File: config.mk
export PLATFORM = sky130hd
export DESIGN_NAME = rising_edge_event_counter
export DESIGN_NICKNAME = d
export VERILOG_FILES = /design/src/hdl/edge_counter_pkg.sv /design/src/hdl/rising_edge_event_counter.sv
export SDC_FILE = /design/constraint.sdc
export NUM_CORES = 2
export LEC_CHECK = 0
export BUFFER_PORTS_ARGS = -buffer_cell sky130_fd_sc_hd__clkbuf_2
export CORE_MARGIN = 3
export CORE_UTILIZATION = 35
export DETAILED_ROUTE_END_ITERATION = 10
export SLEW_MARGIN = 20
export SYNTH_ARGS = -nofsm -noshare
export SYNTH_HDL_FRONTEND = slang
export SYNTH_SLANG_ARGS = --single-unit
File: constraint.sdc
create_clock -name clk -period 4.65 [get_ports clk]
set_input_delay 0.2325 -clock clk [delete_from_list [all_inputs] [get_ports clk]]
set_output_delay 0.2325 -clock clk [all_outputs]
set_load 0.02 [all_outputs]
File: src/hdl/edge_counter_pkg.sv
// shared constants and types for the rising-edge event counter pair
package edge_counter_pkg;

    // ----------------------------------------------------------------
    // register map (byte addresses)
    // ----------------------------------------------------------------
    localparam logic [7:0] CNT_A_BASE = 8'h00;
    localparam logic [7:0] CNT_B_BASE = 8'h20;
    localparam logic [7:0] CNT_OFF_MASK = 8'h1F;
    localparam int CNT_SEL_BIT = 5;
    localparam logic [7:0] OFF_FUNC = 8'h00;
    localparam logic [7:0] OFF_SRC = 8'h04;
    localparam logic [7:0] OFF_LIMIT = 8'h08;
    localparam logic [7:0] OFF_DIV = 8'h0C;
    localparam logic [7:0] OFF_CHOICE = 8'h10;
    localparam logic [7:0] OFF_VALUE = 8'h14;
    localparam logic [7:0] OFF_STATUS = 8'h40;
    localparam logic [7:0] OFF_IRQ_STATUS = 8'h44;
    localparam logic [7:0] OFF_IRQ_CLEAR = 8'h48;
    localparam logic [7:0] OFF_IRQ_ENABLE = 8'h4C;

    // ----------------------------------------------------------------
    // fields
    // ----------------------------------------------------------------
    localparam int FUNC_LATCH_BIT = 0;
    localparam int FUNC_ENABLE_BIT = 1;
    localparam int SRC_PTR_LSB = 8;
    localparam int STATUS_EXCEEDED_A_BIT = 2;
    localparam int STATUS_EXCEEDED_B_BIT = 3;
    localparam int STATUS_ALARM_A_BIT = 0;
    localparam int STATUS_ALARM_B_BIT = 1;

    // source select codes, bits [2:0] of the source register
    localparam logic [2:0] SRC_RELAY_ONE = 3'h0;
    localparam logic [2:0] SRC_RUNNING = 3'h1;
    localparam logic [2:0] SRC_CHARGED = 3'h2;
    localparam logic [2:0] SRC_CONST_LOW = 3'h3;
    localparam logic [2:0] SRC_CONST_HIGH = 3'h4;
    localparam logic [2:0] SRC_POINTER = 3'h5;

    // alarm identities
    localparam logic [2:0] ALARM_EDGE_COUNT = 3'h0;
    localparam logic [2:0] ALARM_MAIN_CONTACTOR = 3'h1;
    localparam logic [2:0] ALARM_OUTPUT_RELAY = 3'h2;
    localparam logic [2:0] ALARM_MOTOR_STARTS = 3'h3;
    localparam logic [2:0] ALARM_POWER_UPS = 3'h4;
    localparam logic [2:0] ALARM_LINK_CHARGE = 3'h5;

    // ----------------------------------------------------------------
    // reset values and timing
    // ----------------------------------------------------------------
    localparam logic [1:0] FUNC_RESET = 2'h0;
    localparam logic [12:0] SRC_RESET = 13'h0000;
    localparam logic [30:0] LIMIT_RESET = 31'h7FFFFFFF;
    localparam logic [30:0] DIV_RESET = 31'h00000001;
    localparam logic [30:0] DIV_MIN = 31'h00000001;
    localparam int ALARM_HOLD_S = 10;
    localparam longint CLK_HZ_DEFAULT = 100000000;

    localparam logic [1:0] RESP_OKAY = 2'h0;
    localparam logic [1:0] RESP_SLVERR = 2'h2;

    typedef enum logic [2:0] {
        ALARM_IDLE = 3'h1,
        ALARM_TIMED = 3'h2,
        ALARM_LATCHED = 3'h4
    } alarm_state_t;

endpackage

File: src/hdl/rising_edge_event_counter.sv
// two rising-edge event counters with alarms behind an AXI4-Lite slave
//
// What this block does
// every rising edge of each counter's selected bit is a count event.
// the count moves by one only after divisor edges; divisor is at least 1.
// at the limit the enabled alarm is raised and the count returns to 0.
// the alarm limit is unsigned, from 0 up to 2147483647.
// the alarm choice picks one of six alarm identities, codes 0 to 5.
// software reads the count, and a write to the count clears it.
// counter status bit 3 flags that counter b has passed its limit.
// function-word bit 1 enables the alarm; when clear no alarm is raised.
// function bit 0 clear holds the alarm 10 s; set latches it until reset.
// the source may also be any bit by pointer, or a constant value.
// counter status bit 2 flags that counter a has passed its limit.
// sources include relay one state, drive running and circuit charged.
// the watched bit is registered; low then high is a rising edge.
// the 10 s hold is a cycle count derived from the clock frequency.
`timescale 1ns/1ps
`default_nettype none

module rising_edge_event_counter #(
    parameter int PTR_W = 5,
    parameter longint CLK_HZ = edge_counter_pkg::CLK_HZ_DEFAULT,
    parameter longint ALARM_HOLD_CYCLES =
        longint'(edge_counter_pkg::ALARM_HOLD_S) * CLK_HZ
) (
    input wire logic clk,
    input wire logic reset,
    input wire logic ce,
    input wire logic [7:0] s_axi_awaddr,
    input wire logic s_axi_awvalid,
    output logic s_axi_awready,
    input wire logic [31:0] s_axi_wdata,
    input wire logic [3:0] s_axi_wstrb,
    input wire logic s_axi_wvalid,
    output logic s_axi_wready,
    output logic [1:0] s_axi_bresp,
    output logic s_axi_bvalid,
    input wire logic s_axi_bready,
    input wire logic [7:0] s_axi_araddr,
    input wire logic s_axi_arvalid,
    output logic s_axi_arready,
    output logic [31:0] s_axi_rdata,
    output logic [1:0] s_axi_rresp,
    output logic s_axi_rvalid,
    input wire logic s_axi_rready,
    input wire logic relay_one_state,
    input wire logic drive_running,
    input wire logic circuit_charged,
    input wire logic [(1<<PTR_W)-1:0] monitored_bits,
    output logic alarm_a_active,
    output logic [2:0] alarm_a_id,
    output logic alarm_b_active,
    output logic [2:0] alarm_b_id,
    output logic irq
);

    // ----------------------------------------------------------------
    // state
    // ----------------------------------------------------------------
    typedef struct packed {
        logic [1:0][1:0] func;
        logic [1:0][12:0] src;
        logic [1:0][30:0] limit;
        logic [1:0][30:0] divisor;
        logic [1:0][2:0] choice;
        logic [1:0][31:0] value;
        logic [1:0][30:0] prescale;
        logic [1:0] sample;
        logic [1:0] prev;
        logic [1:0] exceeded;
        edge_counter_pkg::alarm_state_t [1:0] alarm_state;
        logic [1:0] alarm_out;
        logic [1:0][2:0] alarm_id;
        logic [1:0][31:0] hold;
        logic [1:0] irq_status;
        logic [1:0] irq_enable;
        logic irq;
        logic aw_full;
        logic [7:0] aw_addr;
        logic w_full;
        logic [31:0] w_data;
        logic [3:0] w_strb;
        logic awready;
        logic wready;
        logic bvalid;
        logic [1:0] bresp;
        logic arready;
        logic rvalid;
        logic [1:0] rresp;
        logic [31:0] rdata;
    } state_t;

    localparam logic [31:0] HOLD_LOAD = 32'(ALARM_HOLD_CYCLES - 1);

    state_t s;
    state_t next_s;

    // ----------------------------------------------------------------
    // helpers
    // ----------------------------------------------------------------
    function automatic logic [31:0] merge_bytes(
        input logic [31:0] old_word,
        input logic [31:0] data,
        input logic [3:0] strb
    );
        logic [31:0] res;
        res = old_word;
        for (int b = 0; b < 4; b++) begin
            if (strb[b]) begin
                res[8*b +: 8] = data[8*b +: 8];
            end
        end
        return res;
    endfunction

    // true when one more step makes cnt reach target
    function automatic logic reaches(
        input logic [31:0] cnt,
        input logic [31:0] target
    );
        return ({1'b0, cnt} + 33'h000000001) >= {1'b0, target};
    endfunction

    function automatic logic pick_source(
        input logic [12:0] sel,
        input logic relay,
        input logic running,
        input logic charged,
        input logic [(1<<PTR_W)-1:0] bits
    );
        logic res;
        res = 1'b0;
        case (sel[2:0])
            edge_counter_pkg::SRC_RELAY_ONE: res = relay;
            edge_counter_pkg::SRC_RUNNING: res = running;
            edge_counter_pkg::SRC_CHARGED: res = charged;
            edge_counter_pkg::SRC_CONST_LOW: res = 1'b0;
            edge_counter_pkg::SRC_CONST_HIGH: res = 1'b1;
            edge_counter_pkg::SRC_POINTER:
                res = bits[sel[edge_counter_pkg::SRC_PTR_LSB +: PTR_W]];
            default: res = 1'b0;
        endcase
        return res;
    endfunction

    // ----------------------------------------------------------------
    // next state
    // ----------------------------------------------------------------
    always_comb begin
        logic do_write;
        logic hit_region;
        logic idx;
        logic [7:0] off;
        logic [31:0] merged;
        logic [1:0] clear_value;
        logic [1:0] irq_clear;
        logic [31:0] base;
        logic bump;
        logic [31:0] rd;
        logic rd_ok;
        logic ridx;
        logic [7:0] roff;
        do_write = 1'b0;
        hit_region = 1'b0;
        idx = 1'b0;
        off = 8'h00;
        merged = 32'h00000000;
        clear_value = 2'h0;
        irq_clear = 2'h0;
        base = 32'h00000000;
        bump = 1'b0;
        rd = 32'h00000000;
        rd_ok = 1'b1;
        ridx = 1'b0;
        roff = 8'h00;
        next_s = s;

        // write address and data, taken in either order
        if (s_axi_awvalid && s.awready) begin
            next_s.aw_full = 1'b1;
            next_s.aw_addr = s_axi_awaddr;
        end
        if (s_axi_wvalid && s.wready) begin
            next_s.w_full = 1'b1;
            next_s.w_data = s_axi_wdata;
            next_s.w_strb = s_axi_wstrb;
        end
        if (s.bvalid && s_axi_bready) begin
            next_s.bvalid = 1'b0;
        end
        do_write = s.aw_full && s.w_full && !s.bvalid;
        if (do_write) begin
            next_s.aw_full = 1'b0;
            next_s.w_full = 1'b0;
            next_s.bvalid = 1'b1;
            next_s.bresp = edge_counter_pkg::RESP_OKAY;
            hit_region = s.aw_addr < edge_counter_pkg::OFF_STATUS;
            idx = s.aw_addr[edge_counter_pkg::CNT_SEL_BIT];
            off = s.aw_addr & edge_counter_pkg::CNT_OFF_MASK;
            if (hit_region) begin
                case ({off[7:2], 2'h0})
                    edge_counter_pkg::OFF_FUNC: begin
                        merged = merge_bytes({30'h0, s.func[idx]},
                            s.w_data, s.w_strb);
                        next_s.func[idx] = merged[1:0];
                    end
                    edge_counter_pkg::OFF_SRC: begin
                        merged = merge_bytes({19'h0, s.src[idx]},
                            s.w_data, s.w_strb);
                        next_s.src[idx] = merged[12:0];
                    end
                    edge_counter_pkg::OFF_LIMIT: begin
                        merged = merge_bytes({1'b0, s.limit[idx]},
                            s.w_data, s.w_strb);
                        next_s.limit[idx] = merged[30:0];
                    end
                    edge_counter_pkg::OFF_DIV: begin
                        merged = merge_bytes({1'b0, s.divisor[idx]},
                            s.w_data, s.w_strb);
                        // zero would bump the count on every edge, as 1 does
                        next_s.divisor[idx] =
                            (merged[30:0] < edge_counter_pkg::DIV_MIN) ?
                            edge_counter_pkg::DIV_MIN : merged[30:0];
                    end
                    edge_counter_pkg::OFF_CHOICE: begin
                        merged = merge_bytes({29'h0, s.choice[idx]},
                            s.w_data, s.w_strb);
                        // codes above the last identity are ignored
                        if (merged[31:0] <=
                            {29'h0, edge_counter_pkg::ALARM_LINK_CHARGE}) begin
                            next_s.choice[idx] = merged[2:0];
                        end
                    end
                    edge_counter_pkg::OFF_VALUE: begin
                        clear_value[idx] = 1'b1;
                    end
                    default: next_s.bresp = edge_counter_pkg::RESP_SLVERR;
                endcase
            end else begin
                case ({s.aw_addr[7:2], 2'h0})
                    edge_counter_pkg::OFF_IRQ_CLEAR: begin
                        if (s.w_strb[0]) begin
                            irq_clear = s.w_data[1:0];
                        end
                    end
                    edge_counter_pkg::OFF_IRQ_ENABLE: begin
                        if (s.w_strb[0]) begin
                            next_s.irq_enable = s.w_data[1:0];
                        end
                    end
                    edge_counter_pkg::OFF_STATUS,
                    edge_counter_pkg::OFF_IRQ_STATUS: begin
                        next_s.bresp = edge_counter_pkg::RESP_OKAY;
                    end
                    default: next_s.bresp = edge_counter_pkg::RESP_SLVERR;
                endcase
            end
        end
        next_s.awready = !next_s.aw_full && !next_s.bvalid;
        next_s.wready = !next_s.w_full && !next_s.bvalid;

        // clearing the value also drops the passed-limit flag
        next_s.exceeded = s.exceeded & ~clear_value;
        next_s.irq_status = s.irq_status & ~irq_clear;

        // counters
        for (int i = 0; i < 2; i++) begin
            next_s.sample[i] = pick_source(s.src[i], relay_one_state,
                drive_running, circuit_charged, monitored_bits);
            next_s.prev[i] = s.sample[i];
            base = clear_value[i] ? 32'h00000000 : s.value[i];
            next_s.value[i] = base;
            if (clear_value[i]) begin
                next_s.prescale[i] = 31'h00000000;
            end
            bump = 1'b0;

            // alarm timing
            case (s.alarm_state[i])
                edge_counter_pkg::ALARM_IDLE: begin
                    next_s.alarm_out[i] = 1'b0;
                end
                edge_counter_pkg::ALARM_TIMED: begin
                    if (s.hold[i] == 32'h00000000) begin
                        next_s.alarm_state[i] = edge_counter_pkg::ALARM_IDLE;
                        next_s.alarm_out[i] = 1'b0;
                    end else begin
                        next_s.hold[i] = s.hold[i] - 32'h00000001;
                    end
                end
                edge_counter_pkg::ALARM_LATCHED: begin
                    next_s.alarm_out[i] = 1'b1;
                end
                default: begin
                    next_s.alarm_state[i] = edge_counter_pkg::ALARM_IDLE;
                    next_s.alarm_out[i] = 1'b0;
                end
            endcase

            // an event in the clearing cycle still counts after the clear
            if (s.sample[i] && !s.prev[i]) begin
                if (reaches({1'b0, s.prescale[i]},
                    {1'b0, s.divisor[i]})) begin
                    next_s.prescale[i] = 31'h00000000;
                    bump = 1'b1;
                end else begin
                    next_s.prescale[i] = s.prescale[i] + 31'h00000001;
                end
            end
            if (bump) begin
                if (reaches(base, {1'b0, s.limit[i]})) begin
                    next_s.value[i] = 32'h00000000;
                    // set beats any clear in the same cycle
                    next_s.exceeded[i] = 1'b1;
                    next_s.irq_status[i] = 1'b1;
                    if (s.func[i][edge_counter_pkg::FUNC_ENABLE_BIT]) begin
                        next_s.alarm_out[i] = 1'b1;
                        next_s.alarm_id[i] = s.choice[i];
                        if (s.func[i][edge_counter_pkg::FUNC_LATCH_BIT]) begin
                            next_s.alarm_state[i] =
                                edge_counter_pkg::ALARM_LATCHED;
                        end else if (s.alarm_state[i] !=
                            edge_counter_pkg::ALARM_LATCHED) begin
                            next_s.alarm_state[i] =
                                edge_counter_pkg::ALARM_TIMED;
                            next_s.hold[i] = HOLD_LOAD;
                        end
                    end
                end else begin
                    next_s.value[i] = base + 32'h00000001;
                end
            end
        end
        next_s.irq = |(next_s.irq_status & next_s.irq_enable);

        // read channel
        if (s.rvalid && s_axi_rready) begin
            next_s.rvalid = 1'b0;
            next_s.arready = 1'b1;
        end
        if (s_axi_arvalid && s.arready) begin
            ridx = s_axi_araddr[edge_counter_pkg::CNT_SEL_BIT];
            roff = s_axi_araddr & edge_counter_pkg::CNT_OFF_MASK;
            if (s_axi_araddr < edge_counter_pkg::OFF_STATUS) begin
                case ({roff[7:2], 2'h0})
                    edge_counter_pkg::OFF_FUNC: rd = {30'h0, s.func[ridx]};
                    edge_counter_pkg::OFF_SRC: rd = {19'h0, s.src[ridx]};
                    edge_counter_pkg::OFF_LIMIT: rd = {1'b0, s.limit[ridx]};
                    edge_counter_pkg::OFF_DIV: rd = {1'b0, s.divisor[ridx]};
                    edge_counter_pkg::OFF_CHOICE: rd = {29'h0, s.choice[ridx]};
                    edge_counter_pkg::OFF_VALUE: rd = s.value[ridx];
                    default: rd_ok = 1'b0;
                endcase
            end else begin
                case ({s_axi_araddr[7:2], 2'h0})
                    edge_counter_pkg::OFF_STATUS: begin
                        rd[edge_counter_pkg::STATUS_ALARM_A_BIT] =
                            s.alarm_out[0];
                        rd[edge_counter_pkg::STATUS_ALARM_B_BIT] =
                            s.alarm_out[1];
                        rd[edge_counter_pkg::STATUS_EXCEEDED_A_BIT] =
                            s.exceeded[0];
                        rd[edge_counter_pkg::STATUS_EXCEEDED_B_BIT] =
                            s.exceeded[1];
                    end
                    edge_counter_pkg::OFF_IRQ_STATUS:
                        rd = {30'h0, s.irq_status};
                    edge_counter_pkg::OFF_IRQ_CLEAR: rd = 32'h00000000;
                    edge_counter_pkg::OFF_IRQ_ENABLE:
                        rd = {30'h0, s.irq_enable};
                    default: rd_ok = 1'b0;
                endcase
            end
            next_s.rdata = rd;
            next_s.rresp = rd_ok ? edge_counter_pkg::RESP_OKAY :
                edge_counter_pkg::RESP_SLVERR;
            next_s.rvalid = 1'b1;
            next_s.arready = 1'b0;
        end
    end

    // ----------------------------------------------------------------
    // registers
    // ----------------------------------------------------------------
    always_ff @(posedge clk) begin
        if (reset) begin
            s <= '0;
            for (int i = 0; i < 2; i++) begin
                s.func[i] <= edge_counter_pkg::FUNC_RESET;
                s.src[i] <= edge_counter_pkg::SRC_RESET;
                s.limit[i] <= edge_counter_pkg::LIMIT_RESET;
                s.divisor[i] <= edge_counter_pkg::DIV_RESET;
                s.alarm_state[i] <= edge_counter_pkg::ALARM_IDLE;
            end
            s.awready <= 1'b1;
            s.wready <= 1'b1;
            s.arready <= 1'b1;
        end else if (ce) begin
            s <= next_s;
        end
    end

    // ----------------------------------------------------------------
    // outputs
    // ----------------------------------------------------------------
    assign s_axi_awready = s.awready;
    assign s_axi_wready = s.wready;
    assign s_axi_bresp = s.bresp;
    assign s_axi_bvalid = s.bvalid;
    assign s_axi_arready = s.arready;
    assign s_axi_rdata = s.rdata;
    assign s_axi_rresp = s.rresp;
    assign s_axi_rvalid = s.rvalid;
    assign alarm_a_active = s.alarm_out[0];
    assign alarm_a_id = s.alarm_id[0];
    assign alarm_b_active = s.alarm_out[1];
    assign alarm_b_id = s.alarm_id[1];
    assign irq = s.irq;

endmodule

`default_nettype wire

==> out/qor.yml <==
outcome: "finished clean"
critical-path-max-stage-delay_ns: 0.47
cts_tree: "yes"
path_buf_inv: 6
async_set_or_reset_register_ratio_after_synthesis_pct: 0
synth_ff_type: "dfxtp_1"
finalCriticalPeriod_ns: 4.59
route.detailed.vias_per_inst: 5.45
antennaDiodeCount: 0
complex_gate_fraction_of_the_synthesized_area_pct: 20.3
dpl_wire_length_um: 67200
clock_tree.root_cell: "clkbuf_16"
drc: 0
cts.sinks: 458
cap_violations: 0
worst-endpoint-required_ns: 5.19
clock_power_share_pct: 48.5
synthMostInstantiatedCell: "nor2_1"
maximum_number_of_pins_on_one_net_before_global_route_repair: 157
post-route-util_pct: 42.2
drtPass1Iterations: 6
first_global_vias: 23500
timing.critical_path.to_type: "flip-flop"
drt-total-wl_um: 92000
synth.avg_cell_area_um2: 7.77
grt_util_all_layers_pct: 21.8
timing.critical_path.max_delay_family: "simple AND/OR/NAND/NOR gates"
route.antenna.remaining_nets: 0
finalHoldViolCount: 0
floorplan.die_area_mm2: 0.0802
design_area_mm2: 0.0321
synth_top_cells_by_count: "nor2_1 (573), dfxtp_1 (458), a21oi_1 (334)"
first_pass_grt_wire_length_um: 140000
start_util_pct: 35.4
netlist_area_mm2: 0.0269
yosys_warnings: 0
floorplan.rows: 101
clock_tree_skew_after_final_layout_ns: 0.0358
cts_buffers: 53
layout.nets: 3841
hold-worst-slack_ns: 0.0643
setup_viol_count_final: 0
clk_pin_slew_ns: 0.06
register_area_mm2: 0.00918
postPlaceCellArea_mm2: 0.0290
synth_simple_gate_area_share_pct: 22.3
route.detailed.wl_per_inst_um: 19.6
initial_antenna_violation_count: 0
synth-adder-area-share_pct: 6.14
multi_input_area_mm2: 0.0165
slew_headroom_pct: 23.0
synth_top_family_by_area: "simple AND/OR/NAND/NOR gates"
worstSetupStartpointType: "flip-flop"
fraction_of_layout_instances_using_a_drive_strength_above_1_pct: 16.2
fmax_ghz: 0.218
setup-tns-final_ns: 0
gpl.final_weighted_congestion: 0.933
hold_class: "in2reg"
cp.arrival_ns: 5.13
power-per-cell-area_mw_per_mm2: 282
layout_worst_path_cycle_share_pct: 98.8
power.net_switching_uw: 2280
seq_power_share_pct: 44.2
nFillCells: 7775
detail_route.iter0.violations: 2799
dieHeight_um: 283
pleak_uw: 0.0132
worst_path_max_delay_cell: "or4_4"
chipWidth_um: 283
ys_top_cells_by_area: "dfxtp_1 (34%), nor2_1 (8.0%), a21oi_1 (6.2%)"
clock_tree.buffer_depth: 3
synth_seq_cells: 458
global_route.overflow_total: 0
io_buffer_count: 138
rsz_0062_raised_after_global_routing: "true"
ioPinCount: 145
power.share.combinational_pct: 7.3
vdd_ir_drop_max_uv: 315
drv_slew: 0
synth_largest_type_area_fraction_pct: 34.1
area.growth.synth_to_final_pct: 19.2
number_of_synthesized_flops_with_an_enable_pin: 0
placeableCoreArea_mm2: 0.0761
h-tree-depth: 2
worstMarginPinSlew_ns: 1.16
total_via_count_in_the_routed_design: 25600
muxShareOfSynthArea_pct: 5.34
synthesis.instances: 3465
clock_latency_reported_for_the_late_side_of_the_worst_skew_pair_ns: 0.64
crit_fanout: 5
netlist-cell-type-count: 83
power.share.switching_pct: 25.2
area_leader_netlist: "dfxtp_1"
p_int_uw: 6770
design_power_total_uw: 9050
seq_area_frac_synth_pct: 34.1
critical_path_class: "reg2reg"
synth_xor_area_share_pct: 5.34
[per-layer routing]
layer,track usage (%),up-vias,share of wire (%)
met5,0,-,0
met4,6.35,0,3.1
met3,3.23,134,6.8
met2,34.8,841,45
met1,30.6,12100,45
li1,-,12500,-
[power groups by stage]
stage	registers, µW	logic, µW	clock network (µW)
after detailed placement	4090	601	0
after global placement	4090	600	0
after global routing	4000	709	4640
after floorplan	4070	378	0
after CTS	4000	633	4470
final	4000	656	4390
[flip-flops by register name, summed over array words and instances, names as in the netlist, 2 cells and up]
register     flops
s              408
alarm_b_id       3
next_s           2
s_axi_rdata     32
alarm_a_id       3
[cell families after synthesis]
kind of cell | Yosys count
buffers and inverters | 412
other | 1
AND/OR/NAND/NOR | 1309
adder cells (fa/ha/maj) | 132
AO/OA/AOI/OAI | 880
multiplexers | 109
XOR/XNOR | 164
flip-flops | 458
[what timing repair did]
item                       CTS  global route
resized for setup           12           126
buffers inserted             4            12
hold endpoints to repair    46             0
cloned                       0             7
pin swaps                    5            65
hold buffers                45             0
setup endpoints to repair  145           175
[area by class of cell]
type / instances / area share (%)
flip-flops and latches: 458 / 28.6
inverters: 149 / 1.74
clock inverters: 19 / 0.913
repair buffers: 355 / 8.41
clock buffers: 76 / 4.78
well taps: 1030 / 4.02
multi-input cells: 2597 / 51.5
[worst paths after layout]
kind / endpoint / cells after the start / slack, ns / start
hold reg to reg: s[47] / 2 / 0.46 / s[47]
hold / removal: s_axi_rresp[1] / 3 / 0.06 / s_axi_araddr[7]
setup reg to reg: s[147] / 25 / 0.06 / s_axi_bvalid
setup / recovery: s[147] / 25 / 0.06 / s_axi_bvalid
[layout by cell type (no fill, tap or decap), types with 22 or more instances in the layout]
cell,instances
nor3_1,59
dfxtp_1,454
nand4_1,50
clkbuf_16,57
nand3_1,79
and3_1,22
nor2_1,569
a221oi_1,28
mux2i_1,48
xnor2_1,87
nand2b_1,40
nor2b_1,23
a211oi_1,42
ha_1,129
buf_4,148
a22oi_1,93
mux4_2,24
mux2_2,37
o21ai_0,147
clkbuf_2,136
o211ai_1,69
nand2_1,312
dlygate4sd3_1,45
a21oi_1,329
a22oi_2,29
inv_1,143
xor2_1,76
[worst min-delay path: stages]
cell and delay [ns]:
clkbuf_2 0.22, nor3_1 0.10, nor2_1 0.08
[through the flow]
stage,instances,setup WS (ns)
global route,4684,-0.178
finish,4684,0.0573
global placement,4521,-0.294
detailed placement,4521,-0.272
floorplan,3466,0.00218
CTS,4665,-0.0142
Power figures use the tool's default switching activity.
